`src/gvc_defs.svh`:
```
// Constants for the gamma and common-voltage serial register port
`ifndef GVC_DEFS_SVH
`define GVC_DEFS_SVH
`define GVC_DEV_ADDR 7'h74
`define GVC_HS_CODE 5'h01
`define GVC_GC_ADDR 8'h00
`define GVC_GC_RESET 8'h06
`define GVC_NV_SEL 2'h1
`define GVC_PTR_LAST 6'h17
`define GVC_PTR_GAMMA_LAST 6'h0F
`define GVC_PTR_COMMON_VOLTAGE_CHANNEL_A 6'h12
`define GVC_PTR_COMMON_VOLTAGE_CHANNEL_B 6'h13
`define GVC_PTR_ID 6'h3D
`define GVC_CODE_RESET 10'h200
`define GVC_ID_CODE 16'h1234
`define GVC_UPDATE_BIT 15
`define GVC_NCH 18
`endif

```
`src/gvc_pkg.sv`:
```
// Types for the gamma and common-voltage serial register port
package gvc_pkg;
    typedef enum logic [2:0] {
        GVC_IDLE, GVC_ADDR, GVC_PTR, GVC_WDATA, GVC_RDATA, GVC_GCDATA, GVC_IGNORE
    } gvc_state_type;
    typedef struct packed {
        logic scl;
        logic sda;
    } gvc_pins_type;
    typedef logic [9:0] gvc_code_type;
endpackage

```
`src/gvc_port.sv`:
```
// Two-wire slave port holding gamma and common-voltage codes
`timescale 1ns/1ns
`include "gvc_defs.svh"

// How it works
// Start is data falling while clock high; it begins a transfer.
// Address shifts in on rising clock; last bit is direction; ack in ninth clock.
// Eight bits then ack; data change while clock high is start or stop.
// Stop is data rising while clock high; it ends the transaction.
// Clock line is input only, never driven.
// Byte 00001xxx after start is high-speed master code, never acknowledged.
// High-speed mode filters on after master code, kept until next stop.
// General call 00h then 06h acks both and resets everything.
// General-call address always acked; other general-call data not acked.
// Power-up loads every channel with code 1000000000.
// Sixteen gamma and two common-voltage channels, 10-bit codes each.
// Word with bit 15 set moves its channel to output after 16th bit.
// Bit 15 clear updates holding only; later set word updates all outputs. Here top bits 01 also update all outputs.
// Pointer 111101 reads back a fixed 16-bit identity code.
// First data byte top bits 01 target nonvolatile memory, else volatile.
// Pointers 0..15 are gamma channels; 18 and 19 common-voltage channels.
// Direction bit low means write, high means read.
// Master sends pointer with top two bits clear, address in low six.
// Pointers up to 010111 acked; unused addresses store nothing, read zero.
// Data taken MSB first, bits 9..8 kept, each byte acked, update on second.
// Stop or start before both data bytes leaves register unchanged.
// Further data pairs auto-advance pointer until stop or start.
// Twenty pairs from channel one; pairs 17,18 dropped, 19,20 common-voltage.
// Master acks first read byte, ends with nack, stop or start.
// Lines synchronised, edges from samples, glitch filter in high-speed mode.
module gvc_port (
    input wire logic sys_clk_in,
    input wire logic rst_b_in,
    input wire logic clk_en_in,
    input wire logic scl_clk_in,
    input wire logic sda_in,
    output logic sda_out,
    output logic sda_oe_b_out,
    output logic hs_mode_out,
    output logic nv_write_out,
    output logic [5:0] nv_addr_out,
    output gvc_pkg::gvc_code_type nv_data_out,
    output gvc_pkg::gvc_code_type [`GVC_NCH-1:0] level_out
);
    import gvc_pkg::*;

    // Link domain: sample data line on the link clock, three stages
    logic sda_l1, sda_l2, sda_l3;
    always_ff @(posedge scl_clk_in or negedge rst_b_in) begin
        if (!rst_b_in) begin
            sda_l1 <= 1'b1;
            sda_l2 <= 1'b1;
            sda_l3 <= 1'b1;
        end else begin
            sda_l1 <= sda_in;
            sda_l2 <= sda_l1;
            sda_l3 <= sda_l2;
        end
    end
    // Toggle on each sampled data-line change in the link domain; link clock stalls between frames so only a hint
    logic link_tog;
    always_ff @(posedge scl_clk_in or negedge rst_b_in) begin
        if (!rst_b_in) begin
            link_tog <= 1'b0;
        end else if (sda_l3 != sda_l2) begin
            link_tog <= ~link_tog;
        end
    end

    // System domain: two-flop synchronisers on both pins
    gvc_pins_type pin_s1, pin_s2, pin_s3, pin_f;
    logic tog_s1, tog_s2;
    always_ff @(posedge sys_clk_in or negedge rst_b_in) begin
        if (!rst_b_in) begin
            pin_s1 <= 2'h3;
            pin_s2 <= 2'h3;
            pin_s3 <= 2'h3;
            tog_s1 <= 1'b0;
            tog_s2 <= 1'b0;
        end else if (clk_en_in) begin
            pin_s1 <= '{scl: scl_clk_in, sda: sda_in};
            pin_s2 <= pin_s1;
            pin_s3 <= pin_s2;
            tog_s1 <= link_tog;
            tog_s2 <= tog_s1;
        end
    end

    // High-speed glitch filter: needs two agreeing samples in that mode
    logic hs_mode;
    always_ff @(posedge sys_clk_in or negedge rst_b_in) begin
        if (!rst_b_in) begin
            pin_f <= 2'h3;
        end else if (clk_en_in) begin
            if (!hs_mode || pin_s2 == pin_s3) begin
                pin_f <= pin_s2;
            end
        end
    end

    // Edge and condition detection from filtered samples
    gvc_pins_type pin_d;
    always_ff @(posedge sys_clk_in or negedge rst_b_in) begin
        if (!rst_b_in) begin
            pin_d <= 2'h3;
        end else if (clk_en_in) begin
            pin_d <= pin_f;
        end
    end
    logic scl_rise, scl_fall, start_det, stop_det;
    assign scl_rise = pin_f.scl && !pin_d.scl;
    assign scl_fall = !pin_f.scl && pin_d.scl;
    assign start_det = pin_f.scl && pin_d.scl && pin_d.sda && !pin_f.sda;
    assign stop_det = pin_f.scl && pin_d.scl && !pin_d.sda && pin_f.sda;

    // Bit engine state
    gvc_state_type state;
    logic [3:0] bit_cnt;
    logic [7:0] shreg;
    logic [7:0] msb_byte;
    logic byte_phase;
    logic [5:0] ptr;
    logic ack_phase;
    logic ack_drive;
    logic ack_on;
    logic ack_high;
    logic rd_bit;
    logic rd_nack;
    logic gc_reset;
    gvc_code_type [`GVC_NCH-1:0] hold;
    logic [15:0] rd_word;

    // Address decode for the pointer
    function automatic logic [4:0] chan_idx(input logic [5:0] p);
        if (p <= `GVC_PTR_GAMMA_LAST) begin
            chan_idx = p[4:0];
        end else if (p == `GVC_PTR_COMMON_VOLTAGE_CHANNEL_A) begin
            chan_idx = 5'h10;
        end else if (p == `GVC_PTR_COMMON_VOLTAGE_CHANNEL_B) begin
            chan_idx = 5'h11;
        end else begin
            chan_idx = 5'h1F;
        end
    endfunction

    // Read word mux; unused addresses read zero
    always_comb begin
        rd_word = 16'h0000;
        if (ptr == `GVC_PTR_ID) begin
            rd_word = `GVC_ID_CODE;
        end else if (chan_idx(ptr) != 5'h1F) begin
            rd_word = {6'h00, hold[chan_idx(ptr)]};
        end
    end

    logic [7:0] byte_in;
    assign byte_in = {shreg[6:0], pin_f.sda};

    // Completed write pair strobes
    logic pair_done, upd_now, nv_sel;
    logic [4:0] widx;
    assign pair_done = (state == GVC_WDATA) && scl_rise && bit_cnt == 4'h7 && byte_phase;
    assign nv_sel = msb_byte[7:6] == `GVC_NV_SEL;
    assign upd_now = pair_done && msb_byte[`GVC_UPDATE_BIT-8];
    assign widx = chan_idx(ptr);

    // Serial protocol engine; start or stop aborts any half word
    always_ff @(posedge sys_clk_in or negedge rst_b_in) begin
        if (!rst_b_in) begin
            state <= GVC_IDLE;
            bit_cnt <= 4'h0;
            shreg <= 8'h00;
            msb_byte <= 8'h00;
            byte_phase <= 1'b0;
            ptr <= 6'h00;
            ack_phase <= 1'b0;
            ack_drive <= 1'b0;
            ack_on <= 1'b0;
            ack_high <= 1'b0;
            rd_bit <= 1'b1;
            rd_nack <= 1'b0;
            gc_reset <= 1'b0;
            hs_mode <= 1'b0;
        end else if (clk_en_in) begin
            gc_reset <= 1'b0;
            if (stop_det) begin
                state <= GVC_IDLE;
                hs_mode <= 1'b0;
                ack_phase <= 1'b0;
                ack_drive <= 1'b0;
                ack_on <= 1'b0;
                ack_high <= 1'b0;
                rd_bit <= 1'b1;
            end else if (start_det) begin
                state <= GVC_ADDR;
                bit_cnt <= 4'h0;
                ack_phase <= 1'b0;
                ack_drive <= 1'b0;
                ack_on <= 1'b0;
                ack_high <= 1'b0;
                rd_bit <= 1'b1;
            end else if (scl_rise && !ack_phase) begin
                // Sample one bit per rising clock
                shreg <= byte_in;
                bit_cnt <= bit_cnt + 4'h1;
                if (bit_cnt == 4'h7) begin
                    ack_phase <= 1'b1;
                    bit_cnt <= 4'h0;
                    // No ack owed unless a branch below grants one
                    ack_drive <= 1'b0;
                    case (state)
                        GVC_ADDR: begin
                            if (byte_in[7:3] == `GVC_HS_CODE) begin
                                hs_mode <= 1'b1;
                                state <= GVC_IGNORE;
                            end else if (byte_in == `GVC_GC_ADDR) begin
                                ack_drive <= 1'b1;
                                state <= GVC_GCDATA;
                            end else if (byte_in[7:1] == `GVC_DEV_ADDR) begin
                                ack_drive <= 1'b1;
                                state <= byte_in[0] ? GVC_RDATA : GVC_PTR;
                                byte_phase <= 1'b0;
                                rd_nack <= 1'b0;
                            end else begin
                                state <= GVC_IGNORE;
                            end
                        end
                        GVC_PTR: begin
                            ptr <= byte_in[5:0];
                            ack_drive <= byte_in[7:6] == 2'h0 && (byte_in[5:0] <= `GVC_PTR_LAST ||
                                byte_in[5:0] == `GVC_PTR_ID);
                            state <= GVC_WDATA;
                            byte_phase <= 1'b0;
                        end
                        GVC_WDATA: begin
                            ack_drive <= 1'b1;
                            byte_phase <= ~byte_phase;
                            if (!byte_phase) begin
                                msb_byte <= byte_in;
                            end else begin
                                ptr <= ptr + 6'h01;
                            end
                        end
                        GVC_GCDATA: begin
                            ack_drive <= byte_in == `GVC_GC_RESET;
                            gc_reset <= byte_in == `GVC_GC_RESET;
                            state <= GVC_IGNORE;
                        end
                        GVC_RDATA: begin
                            rd_nack <= pin_f.sda;
                        end
                        default: begin
                            state <= GVC_IGNORE;
                        end
                    endcase
                end
            end else if (scl_rise && ack_phase) begin
                // Ninth clock high; on a read data byte the master's ack is taken
                ack_high <= 1'b1;
                if (state == GVC_RDATA && !ack_drive) begin
                    rd_nack <= pin_f.sda;
                    byte_phase <= ~byte_phase;
                    if (byte_phase) begin
                        ptr <= ptr + 6'h01;
                    end
                end
            end else if (scl_fall) begin
                // Ack is held from the fall after bit eight to the fall after bit nine
                if (ack_phase && !ack_high) begin
                    ack_on <= ack_drive;
                    rd_bit <= 1'b1;
                end else if (ack_phase) begin
                    ack_on <= 1'b0;
                    ack_drive <= 1'b0;
                    ack_high <= 1'b0;
                    ack_phase <= 1'b0;
                    rd_bit <= 1'b1;
                    if (state == GVC_RDATA) begin
                        if (rd_nack) begin
                            state <= GVC_IGNORE;
                        end else begin
                            rd_bit <= byte_phase ? rd_word[7] : rd_word[15];
                        end
                    end
                end else if (state == GVC_RDATA && !rd_nack) begin
                    rd_bit <= byte_phase ? rd_word[3'h7 - bit_cnt[2:0]] :
                        rd_word[4'hF - {1'b0, bit_cnt[2:0]}];
                    if (bit_cnt == 4'h0) begin
                        rd_bit <= 1'b1;
                    end
                end else begin
                    rd_bit <= 1'b1;
                end
            end
        end
    end

    // Pin output: open drain, only data line driven; clock never driven
    always_ff @(posedge sys_clk_in or negedge rst_b_in) begin
        if (!rst_b_in) begin
            sda_out <= 1'b0;
            sda_oe_b_out <= 1'b1;
        end else if (clk_en_in) begin
            sda_out <= 1'b0;
            sda_oe_b_out <= !(ack_on || !rd_bit);
        end
    end

    // Holding and output registers per channel
    genvar gi;
    generate
        for (gi = 0; gi < `GVC_NCH; gi++) begin : g_chan
            always_ff @(posedge sys_clk_in or negedge rst_b_in) begin
                if (!rst_b_in) begin
                    hold[gi] <= `GVC_CODE_RESET;
                    level_out[gi] <= `GVC_CODE_RESET;
                end else if (clk_en_in) begin
                    if (gc_reset) begin
                        hold[gi] <= `GVC_CODE_RESET;
                        level_out[gi] <= `GVC_CODE_RESET;
                    end else begin
                        if (pair_done && widx == 5'(gi)) begin
                            hold[gi] <= {msb_byte[1:0], byte_in};
                        end
                        if (upd_now || (pair_done && nv_sel)) begin
                            level_out[gi] <= (pair_done && widx == 5'(gi)) ?
                                {msb_byte[1:0], byte_in} : hold[gi];
                        end
                    end
                end
            end
        end
    endgenerate

    // Status and nonvolatile request outputs
    always_ff @(posedge sys_clk_in or negedge rst_b_in) begin
        if (!rst_b_in) begin
            hs_mode_out <= 1'b0;
            nv_write_out <= 1'b0;
            nv_addr_out <= 6'h00;
            nv_data_out <= 10'h000;
        end else if (clk_en_in) begin
            hs_mode_out <= hs_mode;
            nv_write_out <= pair_done && nv_sel && widx != 5'h1F;
            if (pair_done) begin
                nv_addr_out <= ptr;
                nv_data_out <= {msb_byte[1:0], byte_in};
            end
        end
    end
endmodule // gvc_port

```
`config.mk`:
```
export PLATFORM = sky130hd
export DESIGN_NAME = gvc_port
export DESIGN_NICKNAME = d
export VERILOG_FILES = /design/src/gvc_pkg.sv /design/src/gvc_port.sv
export VERILOG_INCLUDE_DIRS = /design/src
export SDC_FILE = /design/constraint.sdc
export NUM_CORES = 1
export LEC_CHECK = 0
export ABC_AREA = 1
export ABC_CLOCK_PERIOD_IN_PS = 2400
export BUFFER_PORTS_ARGS = -buffer_cell sky130_fd_sc_hd__buf_2
export CORE_MARGIN = 5
export CORE_UTILIZATION = 60
export DETAILED_ROUTE_END_ITERATION = 16
export PLACE_DENSITY_LB_ADDON = 0.12
export SYNTH_ARGS = -nofsm -noshare
export SYNTH_HDL_FRONTEND = slang
export SYNTH_SLANG_ARGS = --single-unit
```
`constraint.sdc`:
```
create_clock -name sys_clk_in -period 2.4 [get_ports sys_clk_in]
set_input_delay 0.12 -clock sys_clk_in [delete_from_list [all_inputs] [get_ports sys_clk_in]]
set_output_delay 0.12 -clock sys_clk_in [all_outputs]
set_load 0.01 [all_outputs]
```
Yosys cells after proc, flatten, opt, wreduce, memory -nomap -nowiden --
Index checks and enable logic that the tools add are counted.
Cells by class: bitwise logic cells 3, reductions and logical operators 89, equal/unequal tests 49, add/sub/neg operators 4, magnitude comparators 5, multiplexer cells 176
Operators with widths (count):
- $mux W10 | 74
- $mux W1 | 65
- $bmux W10 S5 | 1
- $mux W3 | 14
- $eq A5 B4 Y1 const B | 8
- $logic_and A1 B1 Y1 | 37
- $mux W6 | 5
- $reduce_bool A4 Y1 | 7
- $mux W5 | 5
- $eq A5 B3 Y1 const B | 4
- $ne A4 B4 Y1 const B | 5
- $reduce_and A10 Y1 | 2
- $mux W16 | 1
- $mux W4 | 4
- $reduce_bool A2 Y1 | 8
- $ne A3 B3 Y1 const B | 5
- $reduce_and A5 Y1 | 3
- $reduce_and A7 Y1 | 2
- $eq A6 B5 Y1 const B | 2
- $eq A6 B6 Y1 const B | 2
- $pmux W6 S2 | 1
- $reduce_and A6 Y1 | 2
- $logic_not A1 Y1 | 11
- $eq A5 B1 Y1 const B | 2
- 43 further kinds | 56
Storage, ports and cells: output and inout bits 200, register bits 426, logic and storage cells 391

Depth between registers and ports, before layout --
word-level depth 24, mapped depth 23, depth with buffers taken out 22

Least setup slack after synthesis --
No wires, ideal clock.
path type register -> register, from register pin_f[1] (netlist name), to register level_out[142] (netlist name), path buffers 3, arrival time 2.102 ns, setup slack 0.163 ns, library setup time 0.135 ns, stages on the path, launching flop included 15, path through dfstp_2 inv_1 nor2_1 inv_2 nor4_2 inv_2 nor2_2 o21ai_1 nand2_2 inv_2 buf_2 buf_2 buf_2 nand2_1 o21ai_0
On the way: word-level cells in the longest chain between the ends 8
Ends and longest elaborated chain:
- start: declaration | line gvc_port.sv:71 | gvc_pins_type pin_s1, pin_s2, pin_s3, pin_f;
- start signal: assignment | line gvc_port.sv:96 | pin_f <= pin_s2;
- $logic_and A1 B1 Y1 * | line gvc_port.sv:111 | assign scl_rise = pin_f.scl && !pin_d.scl;
- $logic_and A1 B1 Y1 * (3 in series) | line gvc_port.sv:162 | assign pair_done = (state == GVC_WDATA) && scl_rise && bit_cnt == 4'h7 && byte_phase;
- $logic_and A1 B1 Y1 (on tied branches) | line gvc_port.sv:326, gvc_port.sv:164, gvc_port.sv:325
- $mux W10 or $logic_or A1 B1 Y1 (tied branches)
- $mux W10 or $reduce_bool A2 Y1 (tied branches)
- $mux W10 or $reduce_and A2 Y1 (tied branches)
- end signal: indexed assignment | line gvc_port.sv:316 | level_out[gi] <= `GVC_CODE_RESET;
- end signal: indexed assignment | line gvc_port.sv:320 | level_out[gi] <= `GVC_CODE_RESET;
- end signal: indexed assignment | line gvc_port.sv:326 | level_out[gi] <= (pair_done && widx == 5'(gi)) ?
- end: declaration | line gvc_port.sv:43 | output gvc_pkg::gvc_code_type [`GVC_NCH-1:0] level_out
Mark *: on every way between the ends. The rest lies on a longest branch, timed or not. The select of a mux whose other input is x is not followed. A chain may end at the register's enable or synchronous reset.

Worst setup path in the final report --
from register ptr[0], to register rd_bit
On the way: word-level cells in the longest chain between the ends 22
Ends and longest elaborated chain:
- start: declaration | line gvc_port.sv:122 | logic [5:0] ptr;
- start signal: assignment | line gvc_port.sv:229 | ptr <= byte_in[5:0];
- start signal: assignment | line gvc_port.sv:241 | ptr <= ptr + 6'h01;
- start signal: assignment | line gvc_port.sv:264 | ptr <= ptr + 6'h01;
- parallel branches: the longest is 9 deep, another holds $le A6 B4 Y1
- $mux W16 * | line gvc_port.sv:149 | if (ptr == `GVC_PTR_ID) begin
- $bmux W1 S4 or $bmux W1 S3 (tied branches) | line gvc_port.sv:287, gvc_port.sv:286
- $mux W1 (on tied branches) | line gvc_port.sv:287, gvc_port.sv:286
- $mux W1 | line gvc_port.sv:286 | rd_bit <= byte_phase ? rd_word[3'h7 - bit_cnt[2:0]] :
- $mux W1 | line gvc_port.sv:288 | if (bit_cnt == 4'h0) begin
- $mux W1 | line gvc_port.sv:285 | end else if (state == GVC_RDATA && !rd_nack) begin
- $mux W1 * | line gvc_port.sv:272 | end else if (ack_phase) begin
- $mux W1 * | line gvc_port.sv:269 | if (ack_phase && !ack_high) begin
- $mux W1 * | line gvc_port.sv:267 | end else if (scl_fall) begin
- $mux W1 * | line gvc_port.sv:257 | end else if (scl_rise && ack_phase) begin
- $mux W1 * | line gvc_port.sv:202 | end else if (scl_rise && !ack_phase) begin
- $mux W1 * | line gvc_port.sv:194 | end else if (start_det) begin
- $mux W1 * | line gvc_port.sv:186 | if (stop_det) begin
- end signal: assignment | line gvc_port.sv:282 | rd_bit <= byte_phase ? rd_word[7] : rd_word[15];
- end signal: assignment | line gvc_port.sv:286
- end: declaration | line gvc_port.sv:127 | logic rd_bit;
Every way passes the cells marked *. The select of a mux whose other input is x is not followed.

==> PnR_summary.wiki <==
{| class="wikitable"
! Metric !! Value
|-
| Area growth from synthesis to final layout || 27.2%
|-
| CTS H-tree depth || 2
|-
| Maximum root-to-sink buffer count || 3
|-
| Initial core utilization || around three fifths
|-
| Die area || just under 0.04 mm2
|-
| Status || finished, violations left
|-
| Slew of the pin with the lowest slew margin || roughly 1300 ps
|-
| Starting DRT DRC Count || about 2500
|-
| Core Footprint || about 0.034 mm2
|-
| Site Rows || about 70
|-
| Shortest clock period the worst path allows after layout || between 2000 and 3000 ps
|-
| Kind of end point of the critical path || flop
|-
| Final count of pins violating max slew || 0
|-
| Final critical-path share of the clock period || 107%
|-
| Static leakage power || about 13 nW
|-
| Placed instance area || between 0.02 and 0.025 mm2
|-
| Origin of the critical flop-to-flop path || ptr[0]$_DFFE_PN0P_
|-
| Clock input transition at the sequential cells of the worst setup and hold paths || 60 ps
|-
| Clock tree from TritonCTS || yes
|-
| Via count of the first global-routing pass || between 15000 and 20000
|-
| Reg2reg setup slack || -180 ps
|-
| Via count || ~21000
|-
| Final global-route overflow total || 0
|-
| Post-synthesis instance area || between 0.02 and 0.025 mm2
|-
| Diode count || 0
|-
| Clock buffer count from CTS || 44
|-
| Setup violation total in the final timing report || between 50 and 60
|-
| Worst setup path endpoint || rd_bit$_DFFE_PN1P_
|-
| RSZ-0062 raised after global routing || yes
|-
| Worst Path Max Fanout || 6
|-
| M3 GR Usage || under 10%
|-
| Pre-Repair DR Iteration Count || 7
|-
| Detailed placement HPWL || 48.0 mm
|-
| Number of flops mapped to enable cells by yosys || 0
|-
| Start point of the critical path || ptr[0]$_DFFE_PN0P_
|-
| Count of clock tree sinks || roughly 420
|-
| Required time at the worst-slack endpoint || approximately 2900 ps
|-
| Ratio of total power to cell area || roughly 860 mW/mm2
|-
| Total routing resource utilization after global routing || a little over a third
|-
| Vertical die dimension || between 150 and 200 um
|-
| Highest clock frequency the design can meet || just under 0.4 GHz
|-
| Top FF cell, synth || sky130_fd_sc_hd__dfrtp_1
|-
| Destination of the worst register-to-register timing path || rd_bit$_DFFE_PN1P_
|-
| CP arrival || slightly above 3000 ps
|-
| Yosys warning count || 0
|-
| Number of buffers inserted by port buffering || 203
|-
| Number of antenna violations at the first check in global routing || 1
|-
| Met1 track demand over resource in global routing || between 40 and 50%
|-
| Count of unresolved DRC violations after routing || 0
|-
| Final hold violation count || 0
|-
| Register area share after synthesis || 51.0%
|-
| I/O Pins || 205
|-
| Failing checks || negative setup slack
|-
| Weighted congestion at the end of routability-driven global placement || around 0.97
|-
| Proportion of layout cells with a drive suffix above 1 || approximately a quarter
|-
| Number of nets in the layout || a little over 3000
|-
| Setup slack at placement || -209 ps
|-
| Number of nets produced by synthesis || 2720
|-
| Global-route wire length before repair || 110 mm
|-
| Post-route antenna net violation count || 0
|-
| Fraction of synthesis flops using an asynchronous set or reset pin || 100%
|-
| Syn Inst Count || ~2700
|-
| Wire length per cell || between 20 and 25 um
|-
| Busiest layer in global routing || met2
|-
| Max capacitance violation total || 0
|-
| Post-layout worst setup margin || -179 ps
|-
| Max rail drop VDD || roughly 0.62 mV
|-
| Worst max-slew margin expressed relative to the limit || 14.7%
|-
| Total of fill cells in the finished design || roughly 2500
|-
| Worst clock skew || between 20 and 25 ps
|-
| Total wirelength of the detailed-routed design || 75.4 mm
|-
| Type of the setup path with the least slack || flop to flop
|-
| Final instance area || roughly 0.026 mm2
|-
| Clock latency of the later-clocked register in the worst-skew pair || around 590 ps
|-
| Type of the worst min-delay path || input port to async pin
|-
| Cell chosen for the clock root || sky130_fd_sc_hd__clkbuf_16
|-
| Critical path startpoint category || flop
|-
| Vias/cell || between 5 and 6
|-
| Flops & latches, synth || roughly 420
|-
| Met2 global-route usage || 57.0%
|-
| Maximum number of pins on one net before global-route repair || 255
|-
| Horizontal die dimension || a little under 200 um
|-
| Number of cells on the worst reg-to-reg path || 23
|-
| Post-synthesis cell type count || 44
|-
| Avg Inst Size Synth || approximately 7.7 um2
|-
| Setup TNS || -1870 ps
|}
==> layout make-up <==
cell class              instances  area, um2  area share (%)
clock inverters                19        243           0.916
clock buffers                  62       1300            4.91
repair buffers                443       3660            13.8
flip-flops and latches        422      10600            40.1
multi-input cells            1880       9200            34.7
inverters                     221        886            3.34
repair inverters                2       13.8          0.0520
well taps                     455        569            2.15
==> per-layer routing <==
metal | vias up | wire (um) | part of all wire (%)
met5 | - | 0 | 0
met4 | 0 | 5030 | 6.7
met3 | 299 | 6980 | 9.3
met2 | 1209 | 34700 | 46
met1 | 9998 | 28700 | 38
li1 | 9455 | - | -
==> critical path: stages (launching register included) <==
cell,delay (ps)
sky130_fd_sc_hd__dfrtp_1,400
sky130_fd_sc_hd__buf_6,120
sky130_fd_sc_hd__ha_4,130
sky130_fd_sc_hd__inv_2,30
sky130_fd_sc_hd__nand2_2,70
sky130_fd_sc_hd__nand3_4,80
sky130_fd_sc_hd__o21ai_4,150
sky130_fd_sc_hd__buf_6,170
sky130_fd_sc_hd__inv_8,50
sky130_fd_sc_hd__buf_4,130
sky130_fd_sc_hd__buf_4,140
sky130_fd_sc_hd__nand2_1,60
sky130_fd_sc_hd__nand2_1,60
sky130_fd_sc_hd__nand2_1,70
sky130_fd_sc_hd__nand3_1,120
sky130_fd_sc_hd__nor2_2,140
sky130_fd_sc_hd__nor2_1,60
sky130_fd_sc_hd__nor2_1,80
sky130_fd_sc_hd__nand2_1,50
sky130_fd_sc_hd__nand2_1,50
sky130_fd_sc_hd__a21oi_1,60
sky130_fd_sc_hd__nand2_1,90
sky130_fd_sc_hd__nand2_1,80
sky130_fd_sc_hd__a21oi_2,120
==> logic make-up after synthesis <==
logic type	count (synthesis)	share of synthesized area, %
buf+inv	409	7.92
other cells	1	0.0180
simple gates	1158	22.1
flops	422	51.0
fa+ha+maj	5	0.300
xor+xnor	1	0.0421
mux	1	0.0481
compound gates	713	18.6
==> flip-flops by register name (all words and copies together) (netlist names), 2 cells and up <==
register and cells:
shreg 7, ptr 6, state 3, pin_s2 2, hold 180, level_out 180
msb_byte 4, bit_cnt 4, pin_s1 2, nv_addr_out 6, pin_s3 2, nv_data_out 10
pin_d 2
==> what timing repair did <==
| action | in CTS | in global routing |
|---|---|---|
| hold buffers | 6 | 0 |
| hold endpoints to repair | 183 | 0 |
| gates cloned | 6 | 15 |
| gates resized for setup | 89 | 328 |
| pin swaps | 32 | 60 |
| endpoints found under the setup margin | 194 | 362 |
| buffers inserted | 14 | 31 |
==> per-stage QoR <==
| stage | hold WS, ps | std cells | total power [W] | utilization (%) |
|---|---|---|---|---|
| floorplan | -176 | 2710 | 0.0119 | - |
| global placement | 126 | 3355 | 0.0146 | 67.8 |
| detailed placement | 133 | 3355 | 0.0147 | 67.8 |
| CTS | 121 | 3461 | 0.0223 | 73.8 |
| global route | 172 | 3504 | 0.0237 | 77.1 |
| finish | 112 | 3504 | 0.0228 | 77.1 |
==> layout by cell type (no fill, tap or decap), types with 4 or more instances in the layout <==
cell,netlist,routed
sky130_fd_sc_hd__o22ai_1,4,4
sky130_fd_sc_hd__nand3_1,78,66
sky130_fd_sc_hd__clkbuf_16,0,55
sky130_fd_sc_hd__nand3_4,1,6
sky130_fd_sc_hd__buf_8,0,5
sky130_fd_sc_hd__o21ai_1,47,196
sky130_fd_sc_hd__bufinv_16,0,5
sky130_fd_sc_hd__o21ai_2,1,33
sky130_fd_sc_hd__o21ai_0,449,265
sky130_fd_sc_hd__nand4_1,9,9
sky130_fd_sc_hd__buf_6,3,33
sky130_fd_sc_hd__a21oi_1,100,68
sky130_fd_sc_hd__buf_2,40,203
sky130_fd_sc_hd__inv_6,0,5
sky130_fd_sc_hd__nor2_4,8,20
sky130_fd_sc_hd__clkinv_2,0,9
sky130_fd_sc_hd__a21oi_2,0,30
sky130_fd_sc_hd__nand3_2,1,8
sky130_fd_sc_hd__clkbuf_8,0,11
sky130_fd_sc_hd__inv_2,21,19
sky130_fd_sc_hd__nor2_2,5,4
sky130_fd_sc_hd__clkbuf_1,123,6
sky130_fd_sc_hd__dlygate4sd3_1,0,6
sky130_fd_sc_hd__buf_12,0,31
sky130_fd_sc_hd__inv_1,196,188
sky130_fd_sc_hd__nand2_1,986,960
sky130_fd_sc_hd__nor3_1,13,12
sky130_fd_sc_hd__o211ai_1,100,100
sky130_fd_sc_hd__dfstp_2,48,48
sky130_fd_sc_hd__buf_16,0,5
sky130_fd_sc_hd__nand2_2,3,23
sky130_fd_sc_hd__dfrtp_1,374,372
sky130_fd_sc_hd__clkinv_4,0,4
sky130_fd_sc_hd__buf_4,11,150
sky130_fd_sc_hd__nor2_1,47,37
sky130_fd_sc_hd__nand2_4,1,5
==> worst min path at each step <==
stage               slack [ps]                         to
floorplan                 -180      ack_drive$_DFFE_PN0P_
global placement           130  level_out[60]$_DFFE_PN0P_
detailed placement         130  level_out[51]$_DFFE_PN0P_
CTS                        120       hold[77]$_DFFE_PN0P_
global route               170  level_out[50]$_DFFE_PN0P_
finish                     110  level_out[60]$_DFFE_PN0P_
==> cells in the mapped netlist, drive strengths merged (2+ instances only) <==
library cell,number,area (um2)
a211oi,2,15.0
a21oi,100,500
a22oi,2,15.0
a32oi,2,17.5
and3,2,12.5
buf,65,358
clkbuf,123,462
clkinv,4,15.0
dfrtp,374,9360
dfstp,48,1260
ha,5,62.6
inv,217,815
nand2,990,3730
nand3,80,418
nand4,9,56.3
nor2,60,298
nor3,13,65.1
nor4,3,25.0
o211ai,100,751
o21ai,497,2490
o22ai,4,25.0
==> power by group <==
part / total (W) / leakage [nW] / switching, W / internal, W
clock network: 0.00730 / 0.757 / 0.00297 / 0.00433
logic: 0.00660 / 6.59 / 0.00437 / 0.00223
registers: 0.00889 / 5.49 / 0.000743 / 0.00815
total: 0.0228 / 12.8 / 0.00808 / 0.0147
Power figures use the tool's default switching activity.
